<file path="config.mk">
export PLATFORM = sky130hd
export DESIGN_NAME = pfsc_top
export DESIGN_NICKNAME = d
export VERILOG_FILES = /design/src/verilog/pfsc_pkg.sv /design/src/verilog/pfsc_top.sv
export SDC_FILE = /design/constraint.sdc
export NUM_CORES = 1
export LEC_CHECK = 0
export BUFFER_PORTS_ARGS = -buffer_cell sky130_fd_sc_hd__buf_2
export CORE_ASPECT_RATIO = 1.75
export CORE_MARGIN = 2
export CORE_UTILIZATION = 40
export CTS_CLUSTER_SIZE = 20
export DETAILED_ROUTE_END_ITERATION = 10
export PLACE_DENSITY = 0.64
export SYNTH_ARGS = -nofsm -noshare
export SYNTH_HDL_FRONTEND = slang
export SYNTH_SLANG_ARGS = --single-unit
</file>
<file path="constraint.sdc">
create_clock -name clock -period 2.2 [get_ports clock]
set_input_delay 0.44 -clock clock [delete_from_list [all_inputs] [get_ports clock]]
set_output_delay 0.44 -clock clock [all_outputs]
set_load 0.05 [all_outputs]
</file>
<file path="src/verilog/pfsc_pkg.sv">
package pfsc_pkg;

   // register indices; byte address is four times the index
   localparam int NREG = 13;
   localparam logic [9:0] IDX_B_MODE = 10'h088;
   localparam logic [9:0] IDX_B_FRAC_HI = 10'h089;
   localparam logic [9:0] IDX_B_FRAC_MID = 10'h08a;
   localparam logic [9:0] IDX_B_FRAC_LO = 10'h08b;
   localparam logic [9:0] IDX_C_MODE = 10'h08c;
   localparam logic [9:0] IDX_C_FRAC_HI = 10'h08d;
   localparam logic [9:0] IDX_C_FRAC_MID = 10'h08e;
   localparam logic [9:0] IDX_C_FRAC_LO = 10'h08f;
   localparam logic [9:0] IDX_SEQ_CTRL = 10'h096;
   localparam logic [9:0] IDX_LOOP_CTRL1 = 10'h09b;
   localparam logic [9:0] IDX_LOOP_DIV = 10'h09c;
   localparam logic [9:0] IDX_LOOP_FRATIO = 10'h09d;
   localparam logic [9:0] IDX_SYNTH_SRC = 10'h083;
   localparam logic [9:0] IDX_STATUS = 10'h097;

   // slot numbers in the register array
   localparam int S_B_MODE = 0;
   localparam int S_B_HI = 1;
   localparam int S_B_MID = 2;
   localparam int S_B_LO = 3;
   localparam int S_C_MODE = 4;
   localparam int S_C_HI = 5;
   localparam int S_C_MID = 6;
   localparam int S_C_LO = 7;
   localparam int S_SEQ = 8;
   localparam int S_CTRL1 = 9;
   localparam int S_DIV = 10;
   localparam int S_FRATIO = 11;
   localparam int S_SRC = 12;

   localparam logic [9:0] REG_IDX [NREG] = '{
      IDX_B_MODE, IDX_B_FRAC_HI, IDX_B_FRAC_MID, IDX_B_FRAC_LO,
      IDX_C_MODE, IDX_C_FRAC_HI, IDX_C_FRAC_MID, IDX_C_FRAC_LO,
      IDX_SEQ_CTRL, IDX_LOOP_CTRL1, IDX_LOOP_DIV, IDX_LOOP_FRATIO, IDX_SYNTH_SRC};

   // reset values
   localparam logic [15:0] RST_MODE = 16'h0047;
   localparam logic [15:0] RST_B_HI = 16'h001c;
   localparam logic [15:0] RST_B_MID = 16'h0071;
   localparam logic [15:0] RST_B_LO = 16'h00c7;
   localparam logic [15:0] RST_C_HI = 16'h0048;
   // middle fraction byte of synth c has no defined default; zero chosen
   localparam logic [15:0] RST_C_MID = 16'h0000;
   localparam logic [15:0] RST_C_LO = 16'h0097;
   localparam logic [15:0] RST_SEQ = 16'h0003;
   localparam logic [15:0] RST_CTRL1 = 16'h000c;
   localparam logic [15:0] RST_DIV = 16'h0039;
   localparam logic [15:0] RST_FRATIO = 16'h0180;
   localparam logic [15:0] RST_SRC = 16'h0010;

   localparam logic [15:0] REG_RST [NREG] = '{
      RST_MODE, RST_B_HI, RST_B_MID, RST_B_LO, RST_MODE, RST_C_HI, RST_C_MID, RST_C_LO,
      RST_SEQ, RST_CTRL1, RST_DIV, RST_FRATIO, RST_SRC};

   // implemented (stored) bits of each register
   localparam logic [15:0] MSK_MODE = 16'h005f;
   localparam logic [15:0] MSK_BYTE = 16'h00ff;
   localparam logic [15:0] MSK_SEQ = 16'h0003;
   localparam logic [15:0] MSK_CTRL1 = 16'h006f;
   localparam logic [15:0] MSK_DIV = 16'h01fb;
   localparam logic [15:0] MSK_FRATIO = 16'h0187;
   localparam logic [15:0] MSK_SRC = 16'h0012;

   localparam logic [15:0] REG_MSK [NREG] = '{
      MSK_MODE, MSK_BYTE, MSK_BYTE, MSK_BYTE, MSK_MODE, MSK_BYTE, MSK_BYTE, MSK_BYTE,
      MSK_SEQ, MSK_CTRL1, MSK_DIV, MSK_FRATIO, MSK_SRC};

   // field positions
   localparam int F_FRAC_EN = 6;
   localparam int F_INT_HI = 4;
   localparam int F_SEQ_EN = 1;
   localparam int F_SYNTH_SRC = 1;
   localparam int F_REFSEL_HI = 6;
   localparam int F_REFSEL_LO = 5;
   localparam int F_LOOP_FRAC = 2;
   localparam int F_OSC_EN = 1;
   localparam int F_LOOP_EN = 0;
   localparam int F_OUTDIV_HI = 8;
   localparam int F_OUTDIV_LO = 3;
   localparam int F_REFDIV_HI = 1;
   localparam int F_FRATIO_HI = 2;

   typedef enum logic [1:0] {
      REF_MASTER_CLOCK,
      REF_BIT_CLOCK,
      REF_OSCILLATOR,
      REF_RESERVED
   } pfsc_ref_src_t;

   typedef struct packed {
      logic fraction_enable;
      logic [4:0] integer_mult;
      logic [23:0] fraction_mult;
      logic [28:0] effective_mult;
   } pfsc_synth_cfg_t;

   typedef struct packed {
      pfsc_ref_src_t reference_select;
      logic [2:0] reference_divisor;
      logic [6:0] output_divisor;
      logic [4:0] feedback_ratio;
      logic fraction_enable;
      logic oscillator_enable;
      logic enable;
   } pfsc_loop_cfg_t;

endpackage

</file>
<file path="src/verilog/pfsc_top.sv">
// What this block does
// synth B integer multiplier, bits 4:0
// synth C integer multiplier, bits 4:0
// synth B 24-bit fraction over three bytes
// synth C 24-bit fraction over three bytes
// bit 6 selects integer or fractional mode
// software clears sequencer when master clock used
// loop reference select: mclk, bclk, oscillator
// loop bit 2 selects fractional mode
// loop bit 1 enables oscillator
// loop bit 0 enables the loop
// output divider equals code plus one
// reference pre-divide by 1, 2, 4
// software keeps divided reference under 13.5MHz
// feedback ratio 1,2,4,8, top bit 16
// software picks ratio from reference frequency
// software keeps reserved bits at one
// synth reference: oscillator or master clock
// effective multiplier is integer plus fraction
`timescale 1ns/10ps
module pfsc_top
(
   // clock and reset
   input wire logic clock,
   input wire logic nrst,
   // apb slave
   input wire logic psel,
   input wire logic penable,
   input wire logic pwrite,
   input wire logic [11:0] paddr,
   input wire logic [31:0] pwdata,
   output logic [31:0] prdata,
   output logic pready,
   output logic pslverr,
   // synthesiser configuration
   output pfsc_pkg::pfsc_synth_cfg_t synth_b,
   output pfsc_pkg::pfsc_synth_cfg_t synth_c,
   output logic synth_sequencer_enable,
   output logic synth_reference_select,
   output pfsc_pkg::pfsc_loop_cfg_t locked_loop
);

   logic [15:0] regs_r [pfsc_pkg::NREG];
   logic [pfsc_pkg::NREG-1:0] hit;
   logic [3:0] hit_idx;
   logic any_hit;
   logic status_hit;
   logic [15:0] status;
   logic [15:0] rd_val;
   logic setup;
   logic wr_access;

   assign setup = psel && !penable;
   assign wr_access = psel && penable && pready && pwrite;

   // address decode
   always_comb
   begin
      any_hit = 1'b0;
      hit_idx = 4'h0;
      rd_val = 16'h0000;
      for (int i = 0; i < pfsc_pkg::NREG; i++)
      begin
         hit[i] = (paddr[11:2] == pfsc_pkg::REG_IDX[i]) && (paddr[1:0] == 2'h0);
         if (hit[i])
         begin
            any_hit = 1'b1;
            hit_idx = 4'(i);
            rd_val = regs_r[i] & pfsc_pkg::REG_MSK[i];
         end
      end
   end

   assign status_hit = (paddr[11:2] == pfsc_pkg::IDX_STATUS) && (paddr[1:0] == 2'h0);

   // reserved codes and sequencer clash, read-only
   assign status = {12'h000,
      regs_r[pfsc_pkg::S_SEQ][pfsc_pkg::F_SEQ_EN] &&
         regs_r[pfsc_pkg::S_SRC][pfsc_pkg::F_SYNTH_SRC],
      regs_r[pfsc_pkg::S_DIV][pfsc_pkg::F_OUTDIV_HI:pfsc_pkg::F_OUTDIV_LO] == 6'h00,
      &regs_r[pfsc_pkg::S_DIV][pfsc_pkg::F_REFDIV_HI:0],
      &regs_r[pfsc_pkg::S_CTRL1][pfsc_pkg::F_REFSEL_HI:pfsc_pkg::F_REFSEL_LO]};

   // one wait-free access phase: ready rises in the cycle after setup
   always_ff @(posedge clock or negedge nrst)
   begin
      if (!nrst)
      begin
         pready <= 1'b0;
         pslverr <= 1'b0;
         prdata <= 32'h0000_0000;
      end
      else
      begin
         pready <= setup;
         pslverr <= setup && !any_hit && !(status_hit && !pwrite);
         if (setup && !pwrite)
         begin
            prdata <= {16'h0000, status_hit ? status : rd_val};
         end
      end
   end

   // storage; only the implemented bits are kept
   generate
      for (genvar g = 0; g < pfsc_pkg::NREG; g++)
      begin : g_reg
         always_ff @(posedge clock or negedge nrst)
         begin
            if (!nrst)
            begin
               regs_r[g] <= pfsc_pkg::REG_RST[g];
            end
            else if (wr_access && hit[g])
            begin
               regs_r[g] <= pwdata[15:0] & pfsc_pkg::REG_MSK[g];
            end
         end
      end
   endgenerate

   // decode of the phase-locked synthesisers
   function automatic pfsc_pkg::pfsc_synth_cfg_t synth_decode(
      input logic [15:0] mode,
      input logic [15:0] hi,
      input logic [15:0] mid,
      input logic [15:0] lo);
      pfsc_pkg::pfsc_synth_cfg_t c;
      c.fraction_enable = mode[pfsc_pkg::F_FRAC_EN];
      c.integer_mult = mode[pfsc_pkg::F_INT_HI:0];
      c.fraction_mult = {hi[7:0], mid[7:0], lo[7:0]};
      // fraction dropped in integer mode
      c.effective_mult = {c.integer_mult,
         c.fraction_enable ? c.fraction_mult : 24'h000000};
      return c;
   endfunction

   always_ff @(posedge clock or negedge nrst)
   begin
      if (!nrst)
      begin
         synth_b <= '0;
         synth_c <= '0;
         synth_sequencer_enable <= 1'b0;
         synth_reference_select <= 1'b0;
      end
      else
      begin
         synth_b <= synth_decode(regs_r[pfsc_pkg::S_B_MODE], regs_r[pfsc_pkg::S_B_HI],
            regs_r[pfsc_pkg::S_B_MID], regs_r[pfsc_pkg::S_B_LO]);
         synth_c <= synth_decode(regs_r[pfsc_pkg::S_C_MODE], regs_r[pfsc_pkg::S_C_HI],
            regs_r[pfsc_pkg::S_C_MID], regs_r[pfsc_pkg::S_C_LO]);
         // software must clear this when the master clock is the reference
         synth_sequencer_enable <= regs_r[pfsc_pkg::S_SEQ][pfsc_pkg::F_SEQ_EN];
         synth_reference_select <= regs_r[pfsc_pkg::S_SRC][pfsc_pkg::F_SYNTH_SRC];
      end
   end

   // decode of the frequency-locked loop
   logic [1:0] refdiv_code;
   logic [5:0] outdiv_code;
   logic [2:0] fratio_code;
   logic [2:0] refdiv_val;
   logic [4:0] fratio_val;
   logic loop_bad;

   assign refdiv_code = regs_r[pfsc_pkg::S_DIV][pfsc_pkg::F_REFDIV_HI:0];
   assign outdiv_code = regs_r[pfsc_pkg::S_DIV][pfsc_pkg::F_OUTDIV_HI:pfsc_pkg::F_OUTDIV_LO];
   assign fratio_code = regs_r[pfsc_pkg::S_FRATIO][pfsc_pkg::F_FRATIO_HI:0];
   // a loop left running on a reserved code would lock to nonsense, so hold it off
   assign loop_bad = |status[2:0];

   always_comb
   begin
      unique case (refdiv_code)
         2'h0: refdiv_val = 3'h1;
         2'h1: refdiv_val = 3'h2;
         2'h2: refdiv_val = 3'h4;
         2'h3: refdiv_val = 3'h0;
      endcase
   end

   always_comb
   begin
      if (fratio_code[2])
      begin
         fratio_val = 5'h10;
      end
      else
      begin
         fratio_val = 5'(5'h01 << fratio_code[1:0]);
      end
   end

   always_ff @(posedge clock or negedge nrst)
   begin
      if (!nrst)
      begin
         locked_loop <= '0;
      end
      else
      begin
         locked_loop.reference_select <= pfsc_pkg::pfsc_ref_src_t'(
            regs_r[pfsc_pkg::S_CTRL1][pfsc_pkg::F_REFSEL_HI:pfsc_pkg::F_REFSEL_LO]);
         locked_loop.reference_divisor <= refdiv_val;
         // code 0 reads out as 1 and is flagged as reserved
         locked_loop.output_divisor <= {1'b0, outdiv_code} + 7'h01;
         locked_loop.feedback_ratio <= fratio_val;
         locked_loop.fraction_enable <=
            regs_r[pfsc_pkg::S_CTRL1][pfsc_pkg::F_LOOP_FRAC];
         locked_loop.oscillator_enable <=
            regs_r[pfsc_pkg::S_CTRL1][pfsc_pkg::F_OSC_EN];
         locked_loop.enable <=
            regs_r[pfsc_pkg::S_CTRL1][pfsc_pkg::F_LOOP_EN] && !loop_bad;
      end
   end
endmodule

</file>
; Word level (Yosys, flattened, before mapping)
; Index checks and enable logic that the tools add are counted.
[totals]
ff_bits = 241
out_inout_bits = 174
word_cells = 131
[op_classes]
add_sub_neg = 1
eq_ne = 17
shift = 1
muxes = 31
reduce_logical = 48
[op_table]
columns = op, count
row1 = $eq 10x8->1 const B, 14
row2 = $mux 8, 9
row3 = $mux 24, 2
row4 = $logic_and 1x1->1, 37
row5 = $mux 9, 3
row6 = $mux 16, 1
row7 = $mux 1, 13
row8 = $pmux 3 s4, 1
row9 = $add 6x1->7 const B, 1
row10 = $mux 7, 1
row11 = $logic_not 6->1, 1
row12 = $logic_not 1->1, 5
row13 = $mux 5, 1
row14 = $shl 1x2->5 const A, 1
row15 = $eq 2x2->1 const B, 2
row16 = $logic_not 2->1, 2
row17 = $reduce_and 2->1, 2
row18 = $reduce_or 3->1, 1
row19 = $eq 2x1->1 const B, 1

; Longest topological paths before layout
; Gate-level depths: netlist of run 1.
[logic_depth]
word_depth = 18
mapped_depth = 8
mapped_depth_nobuf = 7

; Worst setup path before layout of run 1
; No wires, ideal clock.
[synth_path]
path_type = input to register
startpoint = input paddr[11]
endpoint = register regs_r, in the netlist outdiv_code[3]
arrival_ns = 2.195
path_slack_ns = -0.120
path_stages = 5
n_path_buf = 1
path_cell_list = or4_4 -> buf_6 -> or4b_4 -> nor2_8 -> mux2_2
[synth_via]
elab_chain_len = 3
[synth_rtl]
columns = item, line_no
row1 = start: declaration, pfsc_top.sv:30  ; input wire logic [11:0] paddr,
row2 = $eq 10x8->1, pfsc_top.sv:64  ; hit[i] = (paddr[11:2] == pfsc_pkg::REG_IDX[i]) && (paddr[1:0] == 2'h0);
row3 = $logic_and 1x1->1, pfsc_top.sv:64
row4 = $logic_and 1x1->1, pfsc_top.sv:114  ; else if (wr_access && hit[g])
row5 = end signal: indexed assignment, pfsc_top.sv:112  ; regs_r[g] <= pfsc_pkg::REG_RST[g];
row6 = end signal: indexed assignment, pfsc_top.sv:116  ; regs_r[g] <= pwdata[15:0] & pfsc_pkg::REG_MSK[g];
row7 = end: declaration, pfsc_top.sv:43  ; logic [15:0] regs_r [pfsc_pkg::NREG];
; Every way passes these cells.
; A chain may end at the register's enable or synchronous reset.

; Final worst setup path of run 1
[layout_path]
startpoint = input paddr[11]
endpoint = register regs_r, in the netlist fratio_code[2]
; Same word-level chain as after synthesis.

==> summary.md, run 1 <==
| Metric | Value |
|---|---|
| Worst path arrival time | `2400 ps` |
| CTS Sinks | `224` |
| Final min period | `2010 ps` |
| Register bit count reported by yosys | `224` |
| Synthesis warning total | `0` |
| Core ar. | `0.0221 mm^2` |
| Pwr Total | `approximately 8.3 mW` |
| GRT overflow | `0` |
| # rows | `72` |
| Placed cell areas | `between 0.01 and 0.015 mm^2` |
| Critical Path RT | `2590 ps` |
| Mapped Cells | `between 600 and 700` |
| Leading area contributor after synthesis | `dfrtp_1` |
| Seq/Total Area, Yosys | `0.632` |
| Yosys top cell area share | `0.520` |
| Max Cap Violations | `0` |
| GPL Wtd Cong | `around 0.9` |
| Initial DRC count | `229` |
| Avg Synthesized Cell Area | `13.7 um^2` |
| Worst-path clk slew | `60 ps` |
| Worst Hold Class | `input port to flip-flop` |
| CTS max path bufs | `3` |
| Sequential Area | `about 0.0057 mm^2` |
| Fillers | `1972` |
| Reg power frac | `0.498` |
| Initial Util | `0.405` |
| Yosys cell types | `between 70 and 80` |
| Vias | `6142` |
| GRT Util Overall | `0.211` |
| Asr flop ratio synth | `1.00` |
| Pin count of the biggest net entering global routing | `64` |
| Post-Place Setup Slack | `-337 ps` |
| Critical path type | `input port to flip-flop` |
| Worst vdd ir | `approximately 500 uV` |
| IO Port Bufs | `176` |
| Multi-input gate area | `0.00302 mm^2` |
| Proportion of power drawn by the clock network | `0.438` |
| Die area | `0.0236 mm^2` |
| Setup ws final | `187 ps` |
| Max Freq | `between 400 and 500 MHz` |
| # setup viols final | `0` |
| Layout Nets | `between 900 and 1000` |
| Power Density | `724 mW/mm^2` |
| Outcome | `complete, no violations` |
| Post-detail-place hpwl | `18500 um` |
| Post-CTS setup buffer count | `0` |
| P&R area growth vs syn | `28.4%` |
| Net switching fraction of the power | `0.228` |
| Final Hold Vio Count | `0` |
| Worst hold slack | `around 160 ps` |
| CP Capture Type | `flip-flop` |
| Worst-Skew Late Latency | `510 ps` |
| IO Pins | `223` |
| Post-Syn Area | `0.00895 mm^2` |
| Largest cells by area after synthesis | `dfrtp_1 (52%), dfstp_2 (11%), mux2_2 (10%)` |
| First-pass GRT wire length | `around 37000 um` |
| Root buf cell | `clkbuf_16` |
| WL final | `24500 um` |
| Ys flop type | `dfrtp_1` |
| Clock skew | `13.9 ps` |
| Initial antenna violation count | `0` |
| Vias in the first global route | `around 6200` |
| Critical path peak fanout | `5` |
| Internal power | `6.42 mW` |
| Combinational power share | `0.063` |
| P_sw | `1.90 mW` |
| DRC Markers | `0` |
| Antenna violation net count after detailed routing | `0` |
| Fin crit share | `0.915` |
| # H-tree levels | `1` |
| Die Y | `202 um` |
| Finished layout cell area | `0.0115 mm^2` |
| Fin util | `0.521` |
| CTS tree | `built` |
| Share of cells above drive strength 1 | `0.491` |
| Setup crit start kind | `input port` |
| Inserted Clock Buffers | `21` |
| Fin. max-slew vios | `0` |
| EDFF count, synth | `0` |
| Unrepaired setup endpoints after global routing | `no` |
| Vias/cell | `5.01` |
| Routed WL per cell | `about 20 um` |
| Leakage power | `roughly 5.9 nW` |
| Drt pass-1 iters | `4` |
| Die W | `117 um` |
[what timing repair did]
action	in CTS	in global routing
hold buffers	1	0
gates resized for setup	0	0
endpoints found under the hold margin	42	0
[sequential cells by signal, indices dropped and copies added (netlist names)]
| name | count |
|---|---|
| synth_sequencer_enable | 1 |
| synth_c | 54 |
| synth_b | 54 |
| fratio_code | 3 |
| outdiv_code | 6 |
| locked_loop | 20 |
| refdiv_code | 2 |
| regs_r | 72 |
| pready | 1 |
| synth_reference_select | 1 |
| pslverr | 1 |
| prdata | 9 |
[power by group through the flow]
stage                     clock network (mW)  logic [mW]  registers (mW)
after floorplan                            0       0.244            4.26
after global placement                     0       0.527            4.22
after detailed placement                   0       0.528            4.22
after CTS                               3.74       0.531            4.14
after global routing                    3.91       0.564            4.14
final                                   3.64       0.527            4.14
[final timing paths]
| kind | start | endpoint | slack [ps] | cells after the start |
|---|---|---|---|---|
| max | paddr[11] | fratio_code[2] | 190 | 5 |
| min | penable | pready | 160 | 2 |
| max reg2reg | regs_r[177] | prdata[1] | 200 | 5 |
| min reg2reg | regs_r[50] | locked_loop[2] | 400 | 0 |
| max in group asynchronous | nrst | regs_r[80] | 1010 | 3 |
| min in group asynchronous | nrst | locked_loop[3] | 460 | 2 |
[cell families (layout without fill, tap and decap cells)]
kind of cell / Yosys count / count (layout) / synth area share
AO/OA/AOI/OAI: 74 / 74 / 0.0601
XOR/XNOR: 6 / 6 / 0.00587
adder cells (fa/ha/maj): 2 / 2 / 0.00280
buffers and inverters: 64 / 319 / 0.0431
flip-flops: 224 / 224 / 0.632
multiplexers: 96 / 96 / 0.123
other: 1 / 24 / 0.000419
AND/OR/NAND/NOR: 184 / 184 / 0.133
[through the flow]
| step | TNS [ps] | cells |
|---|---|---|
| 5_1_grt | 0 | 1224 |
| 3_3_place_gp | -12250 | 1185 |
| 2_1_floorplan | -1010 | 673 |
| 3_5_place_dp | -12490 | 1185 |
| 4_1_cts | 0 | 1224 |
| 6_report | 0 | 1225 |
[worst max-delay path, cell delays in order]
cell and delay (ps):
buf_2 100, or4_4 570, or4_1 630, nor2_2 280
mux2_2 370
[area by class of cell]
type,instances,share of cell area
clock inverters,8,0.00860
diodes,1,0.000218
clock buffers,30,0.0522
well taps,296,0.0322
repair buffers,276,0.151
flip-flops and latches,224,0.492
inverters,5,0.00163
multi-input cells,385,0.263
[placed cells by master, fill, tap and decap left out, types with 6 or more instances in the layout]
master and instances:
nor3_1 9, o21ai_0 11, mux2i_1 9, nor3b_1 7, conb_1 23, mux2_2 80, o211ai_1 7, a21oi_1 14
dfstp_2 38, buf_4 92, nand3_1 12, nor2_2 6, dfrtp_1 186, nand2_1 26, clkbuf_16 21, buf_2 175
buf_12 7, nor2b_1 9, and2_1 49, nor2_1 15, nand2b_1 6
[layer usage]
| layer | global-route usage | vias to the layer above | part of all wire |
|---|---|---|---|
| met1 | 0.238 | 3127 | 0.36 |
| li1 | - | 2774 | - |
| met5 | 0 | - | 0 |
| met4 | 0.0870 | 0 | 0.040 |
| met2 | 0.393 | 190 | 0.56 |
| met3 | 0.0228 | 51 | 0.038 |
[cells in the mapped netlist (all sizes together), types with 4 or more instances]
master and n:
nor4 9, a211oi 5, nor3b 7, a21oi 14
xnor2 4, nand2 26, nand4b 4, and3 5
buf 45, inv 5, nand3 12, clkbuf 14
dfstp 38, o21ai 12, mux2i 9, nand2b 6
mux2 84, nor2b 9, o211ai 7, nor2 22
dfrtp 186, nand4 5, nor3 10, and2 49
(Power assumes the default switching activity.)
==> run 2: changes to the inputs <==
- CTS_BUF_LIST: not set -> sky130_fd_sc_hd__clkbuf_8
==> run 2 against run 1 <==
  * Cell count rose by 1.6%
  * Clock skew is 5.6 ps higher
  * Fmax fell by 0.47%
  * Critical path depth did not move
  * First-iteration DRC count rose by 3.1%
==> summary.md, run 2 (synthesis gave the netlist of run 1 again) <==
| Metric | Value |
|---|---|
| Fin. max-slew vios | `0` |
| Worst-path clk slew | `approximately 70 ps` |
| P&R area growth vs syn | `28.1%` |
| Most frequent cells in the layout | `dfrtp_1 (186), buf_2 (175), buf_4 (92)` |
| CP max stage cell | `mux4_2` |
| Initial Util | `0.405` |
| Final Hold Vio Count | `0` |
| Worst Hold Class | `input port to flip-flop` |
| First-pass GRT wire length | `37100 um` |
| Routed WL per cell | `19.8 um` |
| Worst path cell trace | `mux4_2 -> o2bb2ai_1 -> a2111oi_0 -> buf_4 -> o211ai_1` |
| Max reg flops | `approximately 70` |
| Commonest non-fill, non-tap cell in the layout | `dfrtp_1` |
| # setup viols final | `0` |
| Post-detail-place hpwl | `18500 um` |
| CTS Sinks | `224` |
| Biggest regs | `regs_r: 72 flops, synth_b: 54 flops, synth_c: 54 flops` |
| Final min period | `2020 ps` |
| Combinational power share | `0.066` |
| Core ar. | `about 0.022 mm^2` |
| WP buf/inv | `1` |
| Die area | `0.0236 mm^2` |
| Reg power frac | `0.516` |
| DRC Markers | `0` |
| Critical path type | `flip-flop to flip-flop` |
| # rows | `72` |
| IO Pins | `223` |
| Proportion of power drawn by the clock network | `0.418` |
| P_sw | `1.90 mW` |
| Max Freq | `494 MHz` |
| Reg-to-reg slack, setup | `about 180 ps` |
| Worst path arrival time | `about 2500 ps` |
| Unrepaired setup endpoints after global routing | `no` |
| Root buf cell | `clkbuf_8` |
| Drt pass-1 iters | `5` |
| CTS tree | `built` |
| IO Port Bufs | `176` |
| Vias in the first global route | `6295` |
| Die W | `approximately 120 um` |
| Worst vdd ir | `approximately 420 uV` |
| WL final | `24600 um` |
| GRT overflow | `0` |
| Pin count of the biggest net entering global routing | `64` |
| Clock skew | `19.6 ps` |
| GPL Wtd Cong | `approximately 0.92` |
| Share of cells above drive strength 1 | `0.495` |
| CTS max path bufs | `3` |
| Outcome | `complete, no violations` |
| Antenna violation net count after detailed routing | `0` |
| Max Cap Violations | `0` |
| Most flops, register | `regs_r` |
| Setup ws final | `between 150 and 200 ps` |
| Die Y | `between 200 and 250 um` |
| Power Density | `701 mW/mm^2` |
| Critical path peak fanout | `4` |
| Fin util | `0.519` |
| Post-Place Setup Slack | `-337 ps` |
| Leakage power | `5.98 nW` |
| Vias/cell | `roughly 5` |
| Initial antenna violation count | `1` |
| Cells resized by post-CTS repair | `0` |
| Vias | `6161` |
| Inserted Clock Buffers | `31` |
| Initial DRC count | `~240` |
| # H-tree levels | `1` |
| GRT Util Overall | `0.211` |
| Setup crit start kind | `flip-flop` |
| Critical path's top delay family | `compound AO/OA/AOI/OAI gates` |
| Internal power | `~6.1 mW` |
| Layout Nets | `roughly 970` |
| Net switching fraction of the power | `0.237` |
| CP Capture Type | `flip-flop` |
| Worst-Skew Late Latency | `570 ps` |
| Fin crit share | `0.919` |
| CP peak stage delay | `around 520 ps` |
| Critical Path RT | `approximately 2700 ps` |
run 2: changes by cell type in the layout (fill, tap and decap cells not counted), sizes merged:
cell	change
bufinv	+1
clkbuf	+6
clkinv	+3
clkinvlp	-1
inv	+10
run 2: through the flow:
stage / area (um^2) / hold slack [ps] / cells / power (mW) / setup TNS (ps)
floorplan: 9050 / 144 / 673 / 4.50 / -1010
CTS: 11500 / 69.9 / 1243 / 8.13 / 0
global route: 11500 / 88.2 / 1244 / 8.32 / 0
global placement: 10800 / 382 / 1185 / 4.74 / -12250
finish: 11500 / 99.3 / 1244 / 8.03 / 0
detailed placement: 10800 / 392 / 1185 / 4.75 / -12490
run 2: power by group through the flow:
stage / clock, mW / sequential, mW / combinational (mW)
after detailed placement: 0 / 4.22 / 0.528
final: 3.36 / 4.14 / 0.528
after floorplan: 0 / 4.26 / 0.244
after global placement: 0 / 4.22 / 0.527
after global routing: 3.62 / 4.14 / 0.564
after CTS: 3.45 / 4.14 / 0.531
run 2: cell type report:
class | instances | area, um^2
antenna | 1 | 2.50
clock buffer | 36 | 495
clock inverter | 21 | 173
fill | 1956 | 10600
inverter | 5 | 18.8
multi-input combinational | 385 | 3020
sequential | 224 | 5650
tap | 296 | 370
timing repair buffer | 276 | 1730
run 2: metal layers:
metal | routed length, um | up-vias | global-route usage
li1 | - | 2796 | -
met1 | 8750 | 3105 | 0.235
met2 | 13900 | 213 | 0.392
met3 | 979 | 47 | 0.0237
met4 | 950 | 0 | 0.0958
met5 | 0 | - | 0
run 2: timing repair:
item,in CTS,in global routing
endpoints found under the hold margin,42,0
hold buffers,1,0
buffers inserted,0,0
run 2: path summary, 6_finish.rpt:
| kind | start | cells after the start | end |
|---|---|---|---|
| worst max-delay path | regs_r[177] | 5 | prdata[1] |
| worst min-delay path | penable | 2 | pready |
| worst max register to register | regs_r[177] | 5 | prdata[1] |
| worst min register to register | regs_r[195] | 0 | synth_b[56] |
| max in group asynchronous | nrst | 3 | regs_r[80] |
| min in group asynchronous | nrst | 2 | locked_loop[5] |
==> run 3: changes to the inputs <==
- PLACE_DENSITY: 0.64 -> not set
==> run 3 against run 2 <==
  * Non-clock buffer count grew 3
  * Global-route usage grew 0.35 points
  * Fmax shrank 0.62%
  * Core utilization grew 0.67 points
  * Sequential power is essentially flat
==> summary.md, run 3 (synthesis gave the netlist of run 1 again) <==
| Metric | Value |
|---|---|
| Outcome | `complete, no violations` |
| Internal power | `6.49 mW` |
| P&R area growth vs syn | `29.7%` |
| Vias | `6231` |
| Max Cap Violations | `0` |
| Vias in the first global route | `approximately 6400` |
| R2R depth | `5` |
| GRT overflow | `0` |
| Routed WL per cell | `between 15 and 20 um` |
| Max Freq | `491 MHz` |
| Worst-Skew Late Latency | `about 570 ps` |
| GRT Util Overall | `0.215` |
| Leakage power | `6.04 nW` |
| Placed cell areas | `between 0.01 and 0.015 mm^2` |
| Fin. max-slew vios | `0` |
| Vias/cell | `5.00` |
| Finished layout cell area | `0.0116 mm^2` |
| Hold Path Depth | `2` |
| Clock skew | `around 10 ps` |
| Critical Path RT | `2630 ps` |
| Layout Nets | `977` |
| Power Density | `725 mW/mm^2` |
| Max reg flops | `72` |
| Setup crit start kind | `flip-flop` |
| # rows | `72` |
| GPL Wtd Cong | `a little under 0.9` |
| Diodes inserted | `0` |
| Post-detail-place hpwl | `18700 um` |
| Reg power frac | `0.492` |
| Critical path type | `flip-flop to flip-flop` |
| Die W | `117 um` |
| Most flops, register | `regs_r` |
| Die area | `0.0236 mm^2` |
| DRC Markers | `0` |
| Proportion of power drawn by the clock network | `0.444` |
| Fillers | `between 1500 and 2000` |
| Worst vdd ir | `480 uV` |
| Die Y | `between 200 and 250 um` |
| CTS max path bufs | `3` |
| Initial antenna violation count | `0` |
| HP Start | `pwdata[8]` |
| Fin crit share | `0.925` |
| Commonest non-fill, non-tap cell in the layout | `dfrtp_1` |
| Pwr Total | `approximately 8.4 mW` |
| Critical path peak fanout | `4` |
| Root buf cell | `clkbuf_8` |
| CTS Sinks | `roughly 220` |
| IO Port Bufs | `176` |
| Biggest regs | `regs_r: 72 flops, synth_b: 54 flops, synth_c: 54 flops` |
| Worst path arrival time | `2460 ps` |
| Unrepaired setup endpoints after global routing | `no` |
| Inserted Clock Buffers | `31` |
| WL final | `about 25000 um` |
| CTS tree | `built` |
| Pin count of the biggest net entering global routing | `57` |
| # H-tree levels | `1` |
| TNS Setup | `0 ps` |
| P_sw | `1.94 mW` |
| Drt pass-1 iters | `4` |
| Core ar. | `between 0.02 and 0.025 mm^2` |
| Combinational power share | `0.064` |
| Worst Hold Class | `input port to flip-flop` |
| Final min period | `2040 ps` |
| Reg2reg start | `regs_r[145]` |
| Critical Path Source | `regs_r[145]` |
| IO Pins | `roughly 220` |
| Post-CTS setup buffer count | `0` |
| First-pass GRT wire length | `37700 um` |
| Initial DRC count | `241` |
| Worst-path clk slew | `about 70 ps` |
| Net switching fraction of the power | `0.230` |
| Share of cells above drive strength 1 | `0.503` |
| Antenna violation net count after detailed routing | `0` |
| Final Hold Vio Count | `0` |
| Initial Util | `0.405` |
| # setup viols final | `0` |
| CP Capture Type | `flip-flop` |
| Most frequent cells in the layout | `dfrtp_1 (186), buf_2 (175), buf_4 (92)` |
[run 3: power by group through the flow]
stage / logic [mW] / clock network [mW] / registers, mW
2_1_floorplan: 0.244 / 0 / 4.26
3_3_place_gp: 0.535 / 0 / 4.22
3_5_place_dp: 0.537 / 0 / 4.22
4_1_cts: 0.540 / 3.85 / 4.14
5_1_grt: 0.576 / 4.03 / 4.14
6_report: 0.535 / 3.74 / 4.14
[run 3: timing repair]
action	4_1_cts	5_1_grt
hold buffers	1	0
resized for setup	0	1
setup endpoints to repair	0	1
hold endpoints to repair	35	0
[run 3: routing by layer]
layer	part of all wire	vias to the layer above	track usage
li1	-	2819	-
met1	0.35	3155	0.238
met5	0	-	0
met2	0.57	202	0.396
met4	0.042	0	0.100
met3	0.035	55	0.0264
[run 3: cell type report]
type / count / area (um^2) / area share
clock buffers: 39 / 537 / 0.0462
repair buffers: 279 / 1790 / 0.154
inverters: 5 / 18.8 / 0.00162
flip-flops and latches: 224 / 5650 / 0.487
clock inverters: 19 / 221 / 0.0191
multi-input cells: 385 / 3020 / 0.260
well taps: 296 / 370 / 0.0319
[run 3: critical path, cell delays in order (launching register included)]
cell and delay (ps):
dfstp_2 380, mux4_2 520, o2bb2ai_1 160, a2111oi_1 500
buf_4 190, o211ai_1 140
[run 3: worst paths after layout]
path                                   to  slack (ps)
setup / recovery                prdata[1]         160
hold / removal             outdiv_code[5]         140
setup reg to reg                prdata[1]         160
hold reg to reg               synth_c[27]         410
max in group asynchronous     regs_r[178]        1160
min in group asynchronous  locked_loop[4]         370
[run 3: stage by stage]
| step | hold WS, ps | utilization | setup slack [ps] | std cells |
|---|---|---|---|---|
| final | 139 | 0.526 | 165 | 1247 |
| after global routing | 117 | 0.526 | 86.7 | 1247 |
| after CTS | 96.9 | 0.526 | 79.2 | 1247 |
| after detailed placement | 395 | 0.491 | -334 | 1188 |
| after global placement | 389 | 0.491 | -397 | 1188 |
| after floorplan | 144 | - | -114 | 673 |
